--- src/inc/wd_pkg.sv ---
// Purpose: Shared constants of the watchdog and reset-cause block
// Assumes: 8-bit register data, byte addresses on the core data bus
// Notes:   Counts of the time-out are in oscillator cycles
package wd_pkg;

  // Register addresses
  localparam logic [7:0] RC_DATA_ADDR    = 8'h54;
  localparam logic [7:0] IO_SPACE_OFFSET = 8'h20;
  localparam logic [7:0] RC_IO_ADDR      = 8'(RC_DATA_ADDR - IO_SPACE_OFFSET);
  localparam logic [7:0] CS_DATA_ADDR    = 8'h60;
  localparam logic [7:0] UNMAPPED_RDATA  = 8'h00;

  // Reset-cause field positions
  localparam int unsigned RC_SCAN_BIT = 4;
  localparam int unsigned RC_WD_BIT   = 3;
  localparam int unsigned RC_BO_BIT   = 2;
  localparam int unsigned RC_EXT_BIT  = 1;
  localparam int unsigned RC_PON_BIT  = 0;

  // Control and status field positions
  localparam int unsigned CS_FLAG_BIT  = 7;
  localparam int unsigned CS_IE_BIT    = 6;
  localparam int unsigned CS_PS_HI_BIT = 5;
  localparam int unsigned CS_CE_BIT    = 4;
  localparam int unsigned CS_RE_BIT    = 3;
  localparam int unsigned CS_PS_LO_MSB = 2;

  // Reset values
  localparam logic [7:0] RC_RESET_VAL = 8'h00;
  localparam logic [7:0] CS_RESET_VAL = 8'h00;

  // Timing
  localparam logic [2:0] CHANGE_WINDOW_CYCLES = 3'h4;
  localparam logic [3:0] PRESCALE_MAX_CODE    = 4'h9;
  localparam int unsigned TIMEOUT_BASE_CYCLES = 2048;
  localparam int unsigned TIMEOUT_CNT_W       = 21;

endpackage : wd_pkg

--- src/inc/wd_link_if.sv ---
// Purpose: Carrier between watchdog control, sampler and counter
// Assumes: All members on the core clock
// Notes:   Tick and expire are one-cycle pulses
interface wd_link_if;
  logic       tick;
  logic       restart;
  logic       run;
  logic [3:0] prescale;
  logic       expire;

  modport sampler (output tick);
  modport counter (input tick, restart, run, prescale, output expire);
  modport ctrl    (input expire, output restart, run, prescale);
endinterface : wd_link_if

--- src/logic/osc_tick_sampler.sv ---
// Purpose: Bring the slow oscillator into the core clock as a tick
// Assumes: Oscillator far slower than the core clock
// Notes:   One tick per rising oscillator edge
module osc_tick_sampler
  import wd_pkg::*;
(
  input  wire logic  core_clk_i,
  input  wire logic  rst_i,
  input  wire logic  osc_clk_i,
  wd_link_if.sampler link
);

  typedef struct packed {
    logic s1;
    logic s2;
    logic s3;
    logic tick;
  } samp_t;

  samp_t s;
  samp_t next_s;

  // Two-stage synchroniser, then rising-edge detect on stage two
  always_comb
  begin
    next_s      = s;
    next_s.s1   = osc_clk_i;
    next_s.s2   = s.s1;
    next_s.s3   = s.s2;
    next_s.tick = s.s2 & ~s.s3;
  end

  always_ff @(posedge core_clk_i or posedge rst_i)
  begin
    if (rst_i)
      s <= '0;
    else
      s <= next_s;
  end

  assign link.tick = s.tick;

endmodule // osc_tick_sampler

--- src/logic/timeout_counter.sv ---
// Purpose: Count oscillator ticks up to the selected time-out
// Assumes: Tick is a one-cycle pulse on the core clock
// Notes:   Reserved select codes fall back to the longest period
module timeout_counter
  import wd_pkg::*;
#(
  parameter int unsigned BASE_CYCLES = TIMEOUT_BASE_CYCLES,
  parameter int unsigned CNT_W       = TIMEOUT_CNT_W
)
(
  input  wire logic  core_clk_i,
  input  wire logic  rst_i,
  wd_link_if.counter link
);

  typedef struct packed {
    logic [CNT_W-1:0] count;
    logic             expire;
  } cnt_t;

  cnt_t             s;
  cnt_t             next_s;
  logic [3:0]       code;
  logic [CNT_W-1:0] last;

  // Clamp reserved codes, derive the last count value
  always_comb
  begin
    code = (link.prescale > PRESCALE_MAX_CODE) ? PRESCALE_MAX_CODE
                                               : link.prescale;
    last = CNT_W'((CNT_W'(BASE_CYCLES) << code) - 1'b1);
  end

  // Count ticks; restart or stop clears the count
  always_comb
  begin
    next_s        = s;
    next_s.expire = 1'b0;
    if (link.restart || !link.run)
      next_s.count = '0;
    else if (link.tick)
    begin
      if (s.count >= last)
      begin
        next_s.count  = '0;
        next_s.expire = 1'b1;
      end
      else
        next_s.count = CNT_W'(s.count + 1'b1);
    end
  end

  always_ff @(posedge core_clk_i or posedge rst_i)
  begin
    if (rst_i)
      s <= '0;
    else
      s <= next_s;
  end

  assign link.expire = s.expire;

endmodule // timeout_counter

--- src/logic/watchdog_with_reset_flags.sv ---
// Purpose: Watchdog with control/status and reset-cause registers
// Assumes: rst_i is the power-on reset; other resets come as pulses
// Notes:   Registers reached by core load/store; cause flags also by short I/O access
//          The block is not cleared by its own system reset pulse;
//          only rst_i returns it to the power-on state, so the cause
//          flags survive every reset they record
//
// Functional notes
// - Test-port reset sets flag; clear by write zero
// - Watchdog reset sets flag; clear by write zero
// - Brown-out reset sets flag; clear by write zero
// - External reset sets flag; clear by write zero
// - Power-on flag set by power-on, write-zero clear
// - Cause flags at 0x54, short I/O 0x34
// - Time-out sets interrupt flag; vector or one clears
// - Request needs global and watchdog interrupt enables
// - Vector in combined mode clears enable and flag
// - Unserviced combined-mode interrupt then next time-out resets
// - Enable bits select stopped, interrupt, reset, combined
// - Programmed fuse forces reset mode
// - Clearing reset enable, prescaler change need window
// - Change window closes after four cycles
// - Reset enable held set while watchdog flag set
// - Select gives 2048 doubling to 1048576 cycles
// - Select split: bit 5 high, bits 2:0 low
// - Control register at 0x60, load/store only
// - Counter counts separate slow oscillator cycles
// - Open window with enable bits, then write values
// - Restart instruction clears the counter
// - Reset time-out gives one-cycle reset pulse
module watchdog_with_reset_flags
  import wd_pkg::*;
#(
  parameter int unsigned TIMEOUT_BASE = TIMEOUT_BASE_CYCLES
)
(
  input  wire logic       core_clk_i,
  input  wire logic       rst_i,
  // Core register access
  input  wire logic [7:0] bus_addr_i,
  input  wire logic       bus_io_space_i,
  input  wire logic       bus_we_i,
  input  wire logic       bus_re_i,
  input  wire logic [7:0] bus_wdata_i,
  output logic      [7:0] bus_rdata_o,
  // Core events
  input  wire logic       restart_i,
  input  wire logic       global_int_enable_i,
  input  wire logic       irq_ack_i,
  output logic            irq_o,
  // Reset sources from the reset controller
  input  wire logic       scan_reset_i,
  input  wire logic       brownout_reset_i,
  input  wire logic       ext_reset_i,
  output logic            sys_reset_o,
  // Slow oscillator and fuse
  input  wire logic       osc_clk_i,
  input  wire logic       always_on_fuse_i
);

  typedef struct packed {
    logic       fuse_s1;
    logic       fuse_s2;
    logic       test_port_reset_flag;
    logic       watchdog_reset_cause_flag;
    logic       brownout_cause_flag;
    logic       external_pin_reset_flag;
    logic       power_on_cause_flag;
    logic       watchdog_interrupt_flag;
    logic       watchdog_interrupt_enable;
    logic       reset_enable;
    logic [3:0] timeout_prescale_select;
    logic       change_enable;
    logic [2:0] window_count;
    logic [7:0] rdata;
    logic       irq;
    logic       sys_reset;
  } state_t;

  // Working modes, one-hot
  typedef enum logic [3:0] {
    MODE_STOPPED   = 4'b0001,
    MODE_INTERRUPT = 4'b0010,
    MODE_RESET     = 4'b0100,
    MODE_COMBINED  = 4'b1000
  } wd_mode_t;

  // Power-on state; fuse sampler starts at unprogrammed
  localparam state_t STATE_RESET = '{
    fuse_s1:                   1'b1,
    fuse_s2:                   1'b1,
    test_port_reset_flag:      RC_RESET_VAL[RC_SCAN_BIT],
    watchdog_reset_cause_flag: RC_RESET_VAL[RC_WD_BIT],
    brownout_cause_flag:       RC_RESET_VAL[RC_BO_BIT],
    external_pin_reset_flag:   RC_RESET_VAL[RC_EXT_BIT],
    power_on_cause_flag:       1'b1,
    watchdog_interrupt_flag:   CS_RESET_VAL[CS_FLAG_BIT],
    watchdog_interrupt_enable: CS_RESET_VAL[CS_IE_BIT],
    reset_enable:              CS_RESET_VAL[CS_RE_BIT],
    timeout_prescale_select:   {CS_RESET_VAL[CS_PS_HI_BIT],
                                CS_RESET_VAL[CS_PS_LO_MSB:0]},
    change_enable:             CS_RESET_VAL[CS_CE_BIT],
    window_count:              3'h0,
    rdata:                     UNMAPPED_RDATA,
    irq:                       1'b0,
    sys_reset:                 1'b0
  };

  state_t s;
  state_t next_s;

  wd_link_if link ();

  // Decoded accesses and derived modes
  logic       fuse_programmed;
  logic       reset_en_eff;
  logic       int_en_eff;
  logic       sel_rc;
  logic       sel_cs;
  logic       wr_rc;
  logic       wr_cs;
  logic       open_window;
  logic       reset_now;
  logic       flag_set;
  logic       ack_hit;
  logic       combined;
  logic [7:0] rc_view;
  logic [7:0] cs_view;
  logic [3:0] wr_prescale;
  wd_mode_t   mode;

  // Oscillator edges become core-clock ticks before counting
  osc_tick_sampler u_sampler (
    .core_clk_i (core_clk_i),
    .rst_i      (rst_i),
    .osc_clk_i  (osc_clk_i),
    .link       (link.sampler)
  );

  timeout_counter #(
    .BASE_CYCLES (TIMEOUT_BASE),
    .CNT_W       (TIMEOUT_CNT_W)
  ) u_counter (
    .core_clk_i (core_clk_i),
    .rst_i      (rst_i),
    .link       (link.counter)
  );

  // Effective mode from fuse and enable bits
  // A set watchdog cause flag pins reset enable high, so a failing
  // program keeps being reset until it clears that flag first
  always_comb
  begin
    fuse_programmed = ~s.fuse_s2;
    reset_en_eff    = fuse_programmed | s.reset_enable
                      | s.watchdog_reset_cause_flag;
    int_en_eff      = ~fuse_programmed
                      & s.watchdog_interrupt_enable;
  end

  // Working mode; a programmed fuse already shows as reset-only
  always_comb
  begin
    unique case ({reset_en_eff, int_en_eff})
      2'b00: mode = MODE_STOPPED;
      2'b01: mode = MODE_INTERRUPT;
      2'b10: mode = MODE_RESET;
      2'b11: mode = MODE_COMBINED;
    endcase
    combined = (mode == MODE_COMBINED);
  end

  // Counter steering
  assign link.run      = (mode != MODE_STOPPED);
  assign link.restart  = restart_i;
  assign link.prescale = s.timeout_prescale_select;

  // Register decode
  // Control register has no short I/O alias
  always_comb
  begin
    sel_rc = bus_io_space_i ? (bus_addr_i == RC_IO_ADDR)
                            : (bus_addr_i == RC_DATA_ADDR);
    sel_cs = ~bus_io_space_i & (bus_addr_i == CS_DATA_ADDR);
    wr_rc  = bus_we_i & sel_rc;
    wr_cs  = bus_we_i & sel_cs;
  end

  // Read views of both registers
  always_comb
  begin
    rc_view              = '0;
    rc_view[RC_SCAN_BIT] = s.test_port_reset_flag;
    rc_view[RC_WD_BIT]   = s.watchdog_reset_cause_flag;
    rc_view[RC_BO_BIT]   = s.brownout_cause_flag;
    rc_view[RC_EXT_BIT]  = s.external_pin_reset_flag;
    rc_view[RC_PON_BIT]  = s.power_on_cause_flag;
    cs_view                 = '0;
    cs_view[CS_FLAG_BIT]    = s.watchdog_interrupt_flag;
    cs_view[CS_IE_BIT]      = int_en_eff;
    cs_view[CS_PS_HI_BIT]   = s.timeout_prescale_select[3];
    cs_view[CS_CE_BIT]      = s.change_enable;
    cs_view[CS_RE_BIT]      = reset_en_eff;
    cs_view[CS_PS_LO_MSB:0] = s.timeout_prescale_select[2:0];
  end

  // Time-out actions
  // In combined mode the first expire only raises the flag; a second
  // expire with the flag still pending means the handler never ran
  always_comb
  begin
    flag_set  = link.expire & int_en_eff;
    reset_now = link.expire & reset_en_eff
                & (~int_en_eff | s.watchdog_interrupt_flag);
    ack_hit   = irq_ack_i & s.watchdog_interrupt_flag;
    open_window = s.change_enable;
    wr_prescale = {bus_wdata_i[CS_PS_HI_BIT],
                   bus_wdata_i[CS_PS_LO_MSB:0]};
  end

  // Next state
  always_comb
  begin
    next_s = s;

    // Fuse level through two flops
    // Sampler starts at unprogrammed: a programmed fuse takes effect
    // two cycles after reset, never the other way round
    next_s.fuse_s1 = always_on_fuse_i;
    next_s.fuse_s2 = s.fuse_s1;

    // Reset-cause flags: write zero clears, event wins
    if (wr_rc)
    begin
      next_s.test_port_reset_flag      = s.test_port_reset_flag
                                         & bus_wdata_i[RC_SCAN_BIT];
      next_s.watchdog_reset_cause_flag = s.watchdog_reset_cause_flag
                                         & bus_wdata_i[RC_WD_BIT];
      next_s.brownout_cause_flag       = s.brownout_cause_flag
                                         & bus_wdata_i[RC_BO_BIT];
      next_s.external_pin_reset_flag   = s.external_pin_reset_flag
                                         & bus_wdata_i[RC_EXT_BIT];
      next_s.power_on_cause_flag       = s.power_on_cause_flag
                                         & bus_wdata_i[RC_PON_BIT];
    end
    if (scan_reset_i)
      next_s.test_port_reset_flag = 1'b1;
    if (reset_now)
      next_s.watchdog_reset_cause_flag = 1'b1;
    if (brownout_reset_i)
      next_s.brownout_cause_flag = 1'b1;
    if (ext_reset_i)
      next_s.external_pin_reset_flag = 1'b1;

    // Vector execution clears the flag, and in combined mode the enable
    if (ack_hit)
    begin
      next_s.watchdog_interrupt_flag = 1'b0;
      if (combined)
        next_s.watchdog_interrupt_enable = 1'b0;
    end

    // Change window closes on its own after the last cycle
    // Window counts core cycles, not oscillator ticks, so the unlock
    // must be followed by the value write within a few instructions
    if (s.change_enable)
    begin
      if (s.window_count == 3'(CHANGE_WINDOW_CYCLES - 1'b1))
      begin
        next_s.change_enable = 1'b0;
        next_s.window_count  = 3'h0;
      end
      else
        next_s.window_count = 3'(s.window_count + 1'b1);
    end

    // Control/status write
    // Setting reset enable is always allowed; only loosening the
    // watchdog (clearing it, new period) needs the open window
    if (wr_cs)
    begin
      if (bus_wdata_i[CS_FLAG_BIT])
        next_s.watchdog_interrupt_flag = 1'b0;
      next_s.watchdog_interrupt_enable = bus_wdata_i[CS_IE_BIT];
      if (bus_wdata_i[CS_RE_BIT])
        next_s.reset_enable = 1'b1;
      else if (open_window)
        next_s.reset_enable = 1'b0;
      if (open_window)
        next_s.timeout_prescale_select = wr_prescale;
      if (bus_wdata_i[CS_CE_BIT] && bus_wdata_i[CS_RE_BIT])
      begin
        next_s.change_enable = 1'b1;
        next_s.window_count  = 3'h0;
      end
      else if (!bus_wdata_i[CS_CE_BIT])
      begin
        next_s.change_enable = 1'b0;
        next_s.window_count  = 3'h0;
      end
    end

    // Hardware set of the interrupt flag wins over any clear
    if (flag_set)
      next_s.watchdog_interrupt_flag = 1'b1;

    // One-cycle system reset pulse
    next_s.sys_reset = reset_now;

    // Interrupt request gated by both enables
    next_s.irq = next_s.watchdog_interrupt_flag
                 & next_s.watchdog_interrupt_enable
                 & s.fuse_s2
                 & global_int_enable_i;

    // Registered read data, zero for unmapped addresses
    // A read therefore answers one cycle after its strobe
    if (bus_re_i && sel_rc)
      next_s.rdata = rc_view;
    else if (bus_re_i && sel_cs)
      next_s.rdata = cs_view;
    else
      next_s.rdata = UNMAPPED_RDATA;
  end

  // State register; power-on reset only
  always_ff @(posedge core_clk_i or posedge rst_i)
  begin
    if (rst_i)
      s <= STATE_RESET;
    else
      s <= next_s;
  end

  // Outputs straight from flops
  // System reset pulse leaves this block running; the flag records it
  assign bus_rdata_o = s.rdata;
  assign irq_o       = s.irq;
  assign sys_reset_o = s.sys_reset;

endmodule // watchdog_with_reset_flags

--- config.mk ---
export PLATFORM = sky130hd
export DESIGN_NAME = watchdog_with_reset_flags
export DESIGN_NICKNAME = d
export VERILOG_FILES = /design/src/inc/wd_pkg.sv /design/src/inc/wd_link_if.sv /design/src/logic/osc_tick_sampler.sv /design/src/logic/timeout_counter.sv /design/src/logic/watchdog_with_reset_flags.sv
export SDC_FILE = /design/constraint.sdc
export NUM_CORES = 1
export LEC_CHECK = 0
export ABC_AREA = 1
export ABC_CLOCK_PERIOD_IN_PS = 3300
export BUFFER_PORTS_ARGS = -buffer_cell sky130_fd_sc_hd__buf_2
export CAP_MARGIN = 20
export CELL_PAD_IN_SITES_DETAIL_PLACEMENT = 0
export CELL_PAD_IN_SITES_GLOBAL_PLACEMENT = 1
export CORE_MARGIN = 2
export CORE_UTILIZATION = 43
export CTS_CLUSTER_DIAMETER = 80
export DETAILED_ROUTE_END_ITERATION = 6
export GPL_ROUTABILITY_DRIVEN = 0
export GPL_TIMING_DRIVEN = 0
export PLACE_DENSITY = 0.8
export RECOVER_POWER = 25
export SLEW_MARGIN = 30
export SYNTH_ARGS = -nofsm -noshare
export SYNTH_HDL_FRONTEND = slang
export SYNTH_SLANG_ARGS = --single-unit
--- constraint.sdc ---
create_clock -name core_clk_i -period 3.3 [get_ports core_clk_i]
set_input_delay 0.33 -clock core_clk_i [delete_from_list [all_inputs] [get_ports core_clk_i]]
set_output_delay 0.33 -clock core_clk_i [all_outputs]
set_load 0.005 [all_outputs]
==> summary.md, run 1 <==
| Metric | Value |
|---|---|
| Final wirelength | `6900 um` |
| Seq. cell area | `roughly 0.0014 mm^2` |
| Die outline width | `around 92 um` |
| TritonCTS buffer count | `5` |
| CP Data Required Time | `3.49 ns` |
| Initial Utilization | `43.7%` |
| Initial antenna violation count | `0` |
| Cell with the most instances after synthesis | `nand2_1` |
| DP HPWL | `5390 um` |
| Sequential element share of the synthesized area | `roughly 41%` |
| All-Layer GR Usage | `about 18%` |
| Syn nets | `475` |
| Max incr delay on CP | `roughly 0.47 ns` |
| CP Cell Sequence | `nor2_1, nand3_1, ha_1, inv_1, a21oi_1, a21o_1, ha_1, nand2_1, nor2_1, nand3_1, nor2_2, nor2_2, nand3_4, buf_12, o21bai_2` |
| DR vias | `about 2,800` |
| H-tree levels | `2` |
| Core ar. | `0.00765 mm^2` |
| Commonest register cell after synthesis | `dfrtp_1` |
| Final setup skew | `~0.005 ns` |
| Critical path arrival | `approximately 2.9 ns` |
| Fillers | `roughly 760` |
| Antenna Cells | `0` |
| IO Port Bufs | `37` |
| R2R setup slack | `0.62 ns` |
| Fraction of power consumed by sequential logic | `58.4%` |
| CP Class | `flip-flop to flip-flop` |
| Share of the synthesized area in the top cell type | `roughly two fifths` |
| Fin crit period | `2.68 ns` |
| Clock Latency Late Sink | `about 0.30 ns` |
| Setup WS pre-CTS | `0.609 ns` |
| Iter 0 DRT Violations | `108` |
| Setup TNS | `0 ns` |
| Synth top cells by count | `107 x nand2_1, 65 x inv_1, 65 x nor2_1, 51 x dfrtp_1, 25 x nand3_1` |
| Row count | `32` |
| Status | `finished, final reports clean` |
| Synth Warn # | `0` |
| P_int | `0.889 mW` |
| I/O Pins | `39` |
| Synth cell types | `37` |
| Combinational fraction of design power | `8.9%` |
| Max cap viols | `0` |
| Number of global-route vias before repair | `2,707` |
| Max Slew Vio Count | `0` |
| Vias/cell | `4.78` |
| FMAX | `0.373 GHz` |
| CTS Buffer Depth | `2` |
| Pre-Repair DR Iteration Count | `4` |
| Area contributors post-synth | `dfrtp_1 38%, nand2_1 12%, inv_1 7.3%` |
| Pwr Total | `approximately 1.2 mW` |
| Final ANT Viol Nets | `0` |
| Setup ws final | `0.618 ns` |
| RSZ-0062 raised after global routing | `false` |
| Area leader, netlist | `dfrtp_1` |
| Pwr dens | `approximately 320 mW/mm^2` |
| Maximum vdd drop | `between 200 and 250 uV` |
| WL per Instance | `11.8 um` |
| Multi-input gate area | `0.00164 mm^2` |
| CP max stage cell | `dfrtp_1` |
| Sw Pwr | `0.300 mW` |
| Sw Ratio | `25.2%` |
| First-pass GRT wire length | `~12,000 um` |
| Worst Path Max Fanout | `10` |
| Fin. Hold Viols | `0` |
| Final setup fails | `0` |
| Largest net degree at the start of global routing | `42` |
| Total grt overflow | `0` |
| Leak pwr | `1.82 nW` |
| Clock network power share | `32.6%` |
| Critical path capture point type | `flip-flop` |
| Slew margin rel. | `32.8%` |
| Clock root buffer | `clkbuf_8` |
| Async SR Flop Fraction | `100%` |
| Mapped cell area | `0.00334 mm^2` |
| Syn avg cell area | `7.72 um^2` |
| EDFF count, synth | `0` |
| Startpoint types | `flip-flop` |
| Slew @ Worst Pin | `1.01 ns` |
| Net count, final | `521` |
| Utilization after layout | `between 40% and 50%` |
| DRC | `0` |
| Mapped Cells | `around 430` |
| P&R area growth vs syn | `12.7%` |
| Worst hold-check path type | `primary input to flip-flop` |
| Chip height | `about 92 um` |
| Seq cells post-synth | `between 50 and 60` |
| Die Footprint | `0.00850 mm^2` |
| CTS tree | `yes` |
| Final Cycle Share | `between 80% and 90%` |
| Fraction of layout cells with a size suffix above 1 | `19.2%` |
| Clock Sink Count | `54` |
| Clock-pin slew on the worst setup and hold paths | `0.10 ns` |
==> layout make-up <==
cell class	instances	area share, %
well taps	102	3.39
multi-input cells	301	43.6
clock buffers	6	2.19
flip-flops and latches	54	36.0
repair buffers	39	5.31
plain buffers	11	2.42
inverters	67	6.77
clock inverters	2	0.332
==> power groups by stage <==
stage	clock network, mW	logic, mW	registers, mW
4_1_cts	0.399	0.112	0.695
6_report	0.388	0.106	0.695
5_1_grt	0.421	0.125	0.697
3_5_place_dp	0	0.111	0.709
2_1_floorplan	0	0.0690	0.705
3_3_place_gp	0	0.102	0.707
==> per-layer routing <==
metal | up-vias | share of wire (%) | global-route usage [%]
met4 | 0 | 0.88 | 3.73
met1 | 1292 | 49 | 24.9
met2 | 48 | 46 | 28.7
met3 | 5 | 3.6 | 2.47
li1 | 1438 | - | -
met5 | - | 0 | 0
==> path summary, 6_finish.rpt <==
check / from / endpoint / cells past startpoint
worst max register to register: link.prescale[2] / u_counter.s[1] / 15
min in group asynchronous: rst_i / u_counter.s[7] / 3
worst max-delay path: link.prescale[2] / u_counter.s[1] / 15
worst min register to register: u_sampler.next_s[2] / u_sampler.next_s[1] / 0
max in group asynchronous: rst_i / open_window / 4
worst min-delay path: always_on_fuse_i / next_s[26] / 1
==> what timing repair did <==
item                       4_1_cts  5_1_grt
setup endpoints to repair        0        0
setup buffers                    0        0
hold endpoints to repair        13        0
resized for setup                0        0
hold buffers                     1        0
==> registers in the layout, indices dropped and copies added, names as in the netlist <==
name / count
link.prescale: 4
next_s: 1
cs_view: 1
u_sampler.link.tick: 1
s: 6
rc_view: 5
open_window: 1
u_sampler.next_s: 2
sys_reset_o: 1
u_counter.s: 21
irq_o: 1
bus_rdata_o: 8
u_counter.link.expire: 1
u_sampler.s: 1
==> placed cells by master, fill, tap and decap left out, types with 2 or more instances in the layout <==
cell	Yosys	routed
nand3_1	25	25
o21bai_2	10	10
buf_2	0	37
nand3b_1	2	2
nor2_2	6	6
nor2_1	65	65
nand4_1	8	8
dfrtp_1	51	51
nand2_2	3	3
o21ai_0	11	11
buf_4	9	9
dfstp_2	3	2
xor2_1	12	12
clkbuf_8	0	6
o21bai_1	7	7
ha_1	13	13
inv_1	65	64
nor3_1	3	3
nand3_2	2	2
a21oi_1	11	11
nand2_1	107	107
nor2_4	3	3
==> worst max-delay path, delay by kind of cell (launching register included) <==
family,cells,cell delay [ns]
AND/OR/NAND/NOR,8,1.08
adder cells (fa/ha/maj),2,0.47
flip-flops,1,0.47
AO/OA/AOI/OAI,3,0.31
buffers and inverters,2,0.24
==> logic make-up (layout without fill, tap and decap cells) <==
kind of cell / count (synthesis) / after routing / synth area share (%)
and+or+nand+nor: 229 / 229 / 31.0
DFF: 54 / 54 / 40.5
AOI/OAI and AO/OA: 45 / 45 / 9.80
buffers and inverters: 78 / 125 / 10.3
adders and majority gates: 13 / 13 / 4.86
other: 1 / 1 / 0.112
xor gates and xnor gates: 13 / 13 / 3.40
==> stage by stage <==
stage          cell area, um^2  std cells  hold slack, ns
2_1_floorplan             3340        433           0.331
3_3_place_gp              3660        572           0.339
3_5_place_dp              3680        573           0.273
4_1_cts                   3780        582           0.114
5_1_grt                   3770        582           0.106
6_report                  3770        582           0.119
Power figures use the tool's default switching activity.
==> inputs of run 2 (changes only) <==
Settings changed: ABC_AREA 1 to 0, ABC_CLOCK_PERIOD_IN_PS 3300 to 2800, CORE_UTILIZATION 43 to 44, PLACE_DENSITY 0.8 to 0.79.
Clock period 3.3 ns to 2.8 ns, I/O delays scaled along.
==> run 2 against run 1 <==
- flip-flop and latch count stayed put
- combinational power increased by 14%
- cell area fell by 4.1%
- clock skew is 0.0083 ns higher
- wire length decreased by 5.3%
- synthesized area fell by 14%
- critical path depth shrank 1
- register-to-register slack got worse by 0.61 ns
==> summary.md, run 2 <==
| Metric | Value |
|---|---|
| Status | `finished, final reports clean` |
| Global route hottest layer | `met2` |
| EDFF count, synth | `0` |
| Vias/cell | `5.65` |
| Number of global-route vias before repair | `2,303` |
| Fin. Hold Viols | `0` |
| CTS Buffer Depth | `2` |
| Maximum vdd drop | `328 uV` |
| Clock Latency Late Sink | `0.32 ns` |
| CP Data Required Time | `2.98 ns` |
| Post-placement cell area | `0.00321 mm^2` |
| Commonest non-fill, non-tap cell in the layout | `dfrtp_1` |
| WL per Instance | `15.4 um` |
| All-Layer GR Usage | `19.1%` |
| Final setup skew | `0.0133 ns` |
| Final Cycle Share | `between 90% and 100%` |
| Final std cell area, no fill | `0.00361 mm^2` |
| Placed Cells | `about 400` |
| Cell with the most instances after synthesis | `dfrtp_1` |
| Mapped Cells | `286` |
| Largest Register | `u_counter.s` |
| DRC | `0` |
| Syn nets | `328` |
| Startpoint types | `flip-flop` |
| Clock Sink Count | `54` |
| Fillers | `between 500 and 600` |
| Synth cell types | `47` |
| Area leader, netlist | `dfrtp_1` |
| Pwr Total | `1.48 mW` |
| Initial Utilization | `45.4%` |
| P&R area growth vs syn | `26.1%` |
| Clock-pin slew on the worst setup and hold paths | `0.10 ns` |
| Fraction of layout cells with a size suffix above 1 | `between 30% and 40%` |
| Worst Path Max Fanout | `6` |
| Async SR Flop Fraction | `100%` |
| CP Launch Point | `link.prescale[1]` |
| Syn avg cell area | `10.0 um^2` |
| Hold Path Origin | `always_on_fuse_i` |
| First-pass GRT wire length | `11,000 um` |
| Setup TNS | `0 ns` |
| Largest register FFs | `21` |
| Initial antenna violation count | `0` |
| Pwr dens | `410 mW/mm^2` |
| Row count | `29` |
| Commonest register cell after synthesis | `dfrtp_1` |
| Pre-Repair DR Iteration Count | `4` |
| Final ANT Viol Nets | `0` |
| GR Util met3 | `2.75%` |
| Final Non-Filler Cells | `between 400 and 500` |
| Max cap viols | `0` |
| DP HPWL | `about 4500 um` |
| Critical path arrival | `2.97 ns` |
| Core ar. | `0.00631 mm^2` |
| Final setup fails | `0` |
| Leak pwr | `between 1.5 and 2 nW` |
| Clock root buffer | `clkbuf_8` |
| DR vias | `between 2,000 and 2,500` |
| Die outline width | `84.7 um` |
| Commonest non-fill, non-tap cells in the layout | `48 x dfrtp_1, 37 x buf_2, 26 x nand2_1, 20 x a31oi_1, 18 x buf_4` |
| Worst R2R Start | `link.prescale[1]` |
| H-tree levels | `2` |
| Chip height | `84.7 um` |
| Final wirelength | `approximately 6500 um` |
| Slew margin rel. | `between 30% and 40%` |
| Net count, final | `roughly 400` |
| RSZ-0062 raised after global routing | `true` |
| Antenna Cells | `0` |
| Slew @ Worst Pin | `0.965 ns` |
| Fin crit period | `2.79 ns` |
| Area contributors post-synth | `dfrtp_1 45%, ha_1 5.7%, a31oi_1 4.6%` |
| Mapped cell area | `~0.0029 mm^2` |
| Met2 usage | `30.8%` |
| I/O Pins | `39` |
| Die Footprint | `0.00717 mm^2` |
| Sequential element share of the synthesized area | `47.3%` |
| Hold slack | `0.0557 ns` |
| Routing usage on met1 | `a little over a quarter` |
| Seq cells post-synth | `54` |
| Worst hold-check path type | `primary input to flip-flop` |
| CP Class | `flip-flop to flip-flop` |
| TritonCTS buffer count | `5` |
| Synth top cells by count | `51 x dfrtp_1, 27 x nand2_1, 21 x a31oi_1, 21 x o21ai_0, 15 x nand3_1` |
| CTS tree | `yes` |
| Largest net degree at the start of global routing | `35` |
| Utilization after layout | `57.2%` |
| Setup WS pre-CTS | `-0.437 ns` |
| Setup ws final | `0.0115 ns` |
| Iter 0 DRT Violations | `80` |
| Total grt overflow | `0` |
| IO Port Bufs | `38` |
| Critical path capture point type | `flip-flop` |
| Max Slew Vio Count | `0` |
| Share of the synthesized area in the top cell type | `44.5%` |
| FMAX | `0.359 GHz` |
| Synth Warn # | `0` |
[run 2: cell types whose count changed after synthesis, sizes merged, moves of 13 or more]
cell / before / now
nand2: 110 / 27
nor2: 74 / 7
inv: 67 / 11
a31oi: 0 / 21
o21bai: 17 / 1
nand3: 28 / 15
[run 2: final cells by class]
type                            count  area [um^2]  share of cell area, %
Inverter                           11         42.5                   1.18
Clock buffer                        5         68.8                   1.90
Tap cell                           77         96.3                   2.67
Sequential cell                    54         1360                   37.6
Buffer                             14          133                   3.67
Clock inverter                      3         47.5                   1.32
Multi-Input combinational cell    207         1510                   41.9
Timing Repair Buffer               54          353                   9.76
[run 2: what timing repair did]
item | CTS | global route
endpoints found under the setup margin | 22 | 22
buffers inserted | 8 | 8
resized for setup | 28 | 11
hold endpoints to repair | 18 | 0
gates cloned | 2 | 0
pin swaps | 8 | 15
hold buffers | 1 | 0
[run 2: per-layer routing]
metal / wire, um / up-vias
li1: - / 1179
met1: 3060 / 1164
met2: 3130 / 51
met3: 268 / 7
met4: 75 / 0
met5: 0 / -
[run 2: final timing paths]
check                      depth (start not counted)              end  slack, ns
max                                               14   u_counter.s[9]       0.01
min                                                1       next_s[26]       0.06
max reg2reg                                       14   u_counter.s[9]       0.01
min reg2reg                                        0            s[26]       0.37
max in group asynchronous                          4       rc_view[0]       1.43
min in group asynchronous                          3  u_counter.s[10]       0.65
[run 2: critical path, stage by stage, from the launching register on]
cell and delay, ns:
dfrtp_2 0.43, or2_4 0.24, nand2b_4 0.15, ha_4 0.18, nor3_2 0.12, a21o_1 0.12
a32oi_2 0.09, ha_2 0.31, nand4_1 0.20, nor3_2 0.24, a211oi_4 0.06, buf_12 0.15
clkbuf_8 0.15, a31oi_1 0.16, a31oi_1 0.06
[run 2: cell families after synthesis]
logic type,synth area share (%)
other,0.131
multiplexers,2.31
XOR/XNOR,2.14
AO/OA/AOI/OAI,16.2
flip-flops,47.3
AND/OR/NAND/NOR,21.9
buffers and inverters,4.37
adder cells (fa/ha/maj),5.68
[run 2: power by group]
| part | leakage, nW | internal, mW | switching, mW |
|---|---|---|---|
| logic | 0.829 | 0.0569 | 0.0643 |
| clock network | 0.0587 | 0.272 | 0.274 |
| registers | 0.712 | 0.801 | 0.0139 |
| total | 1.60 | 1.13 | 0.353 |
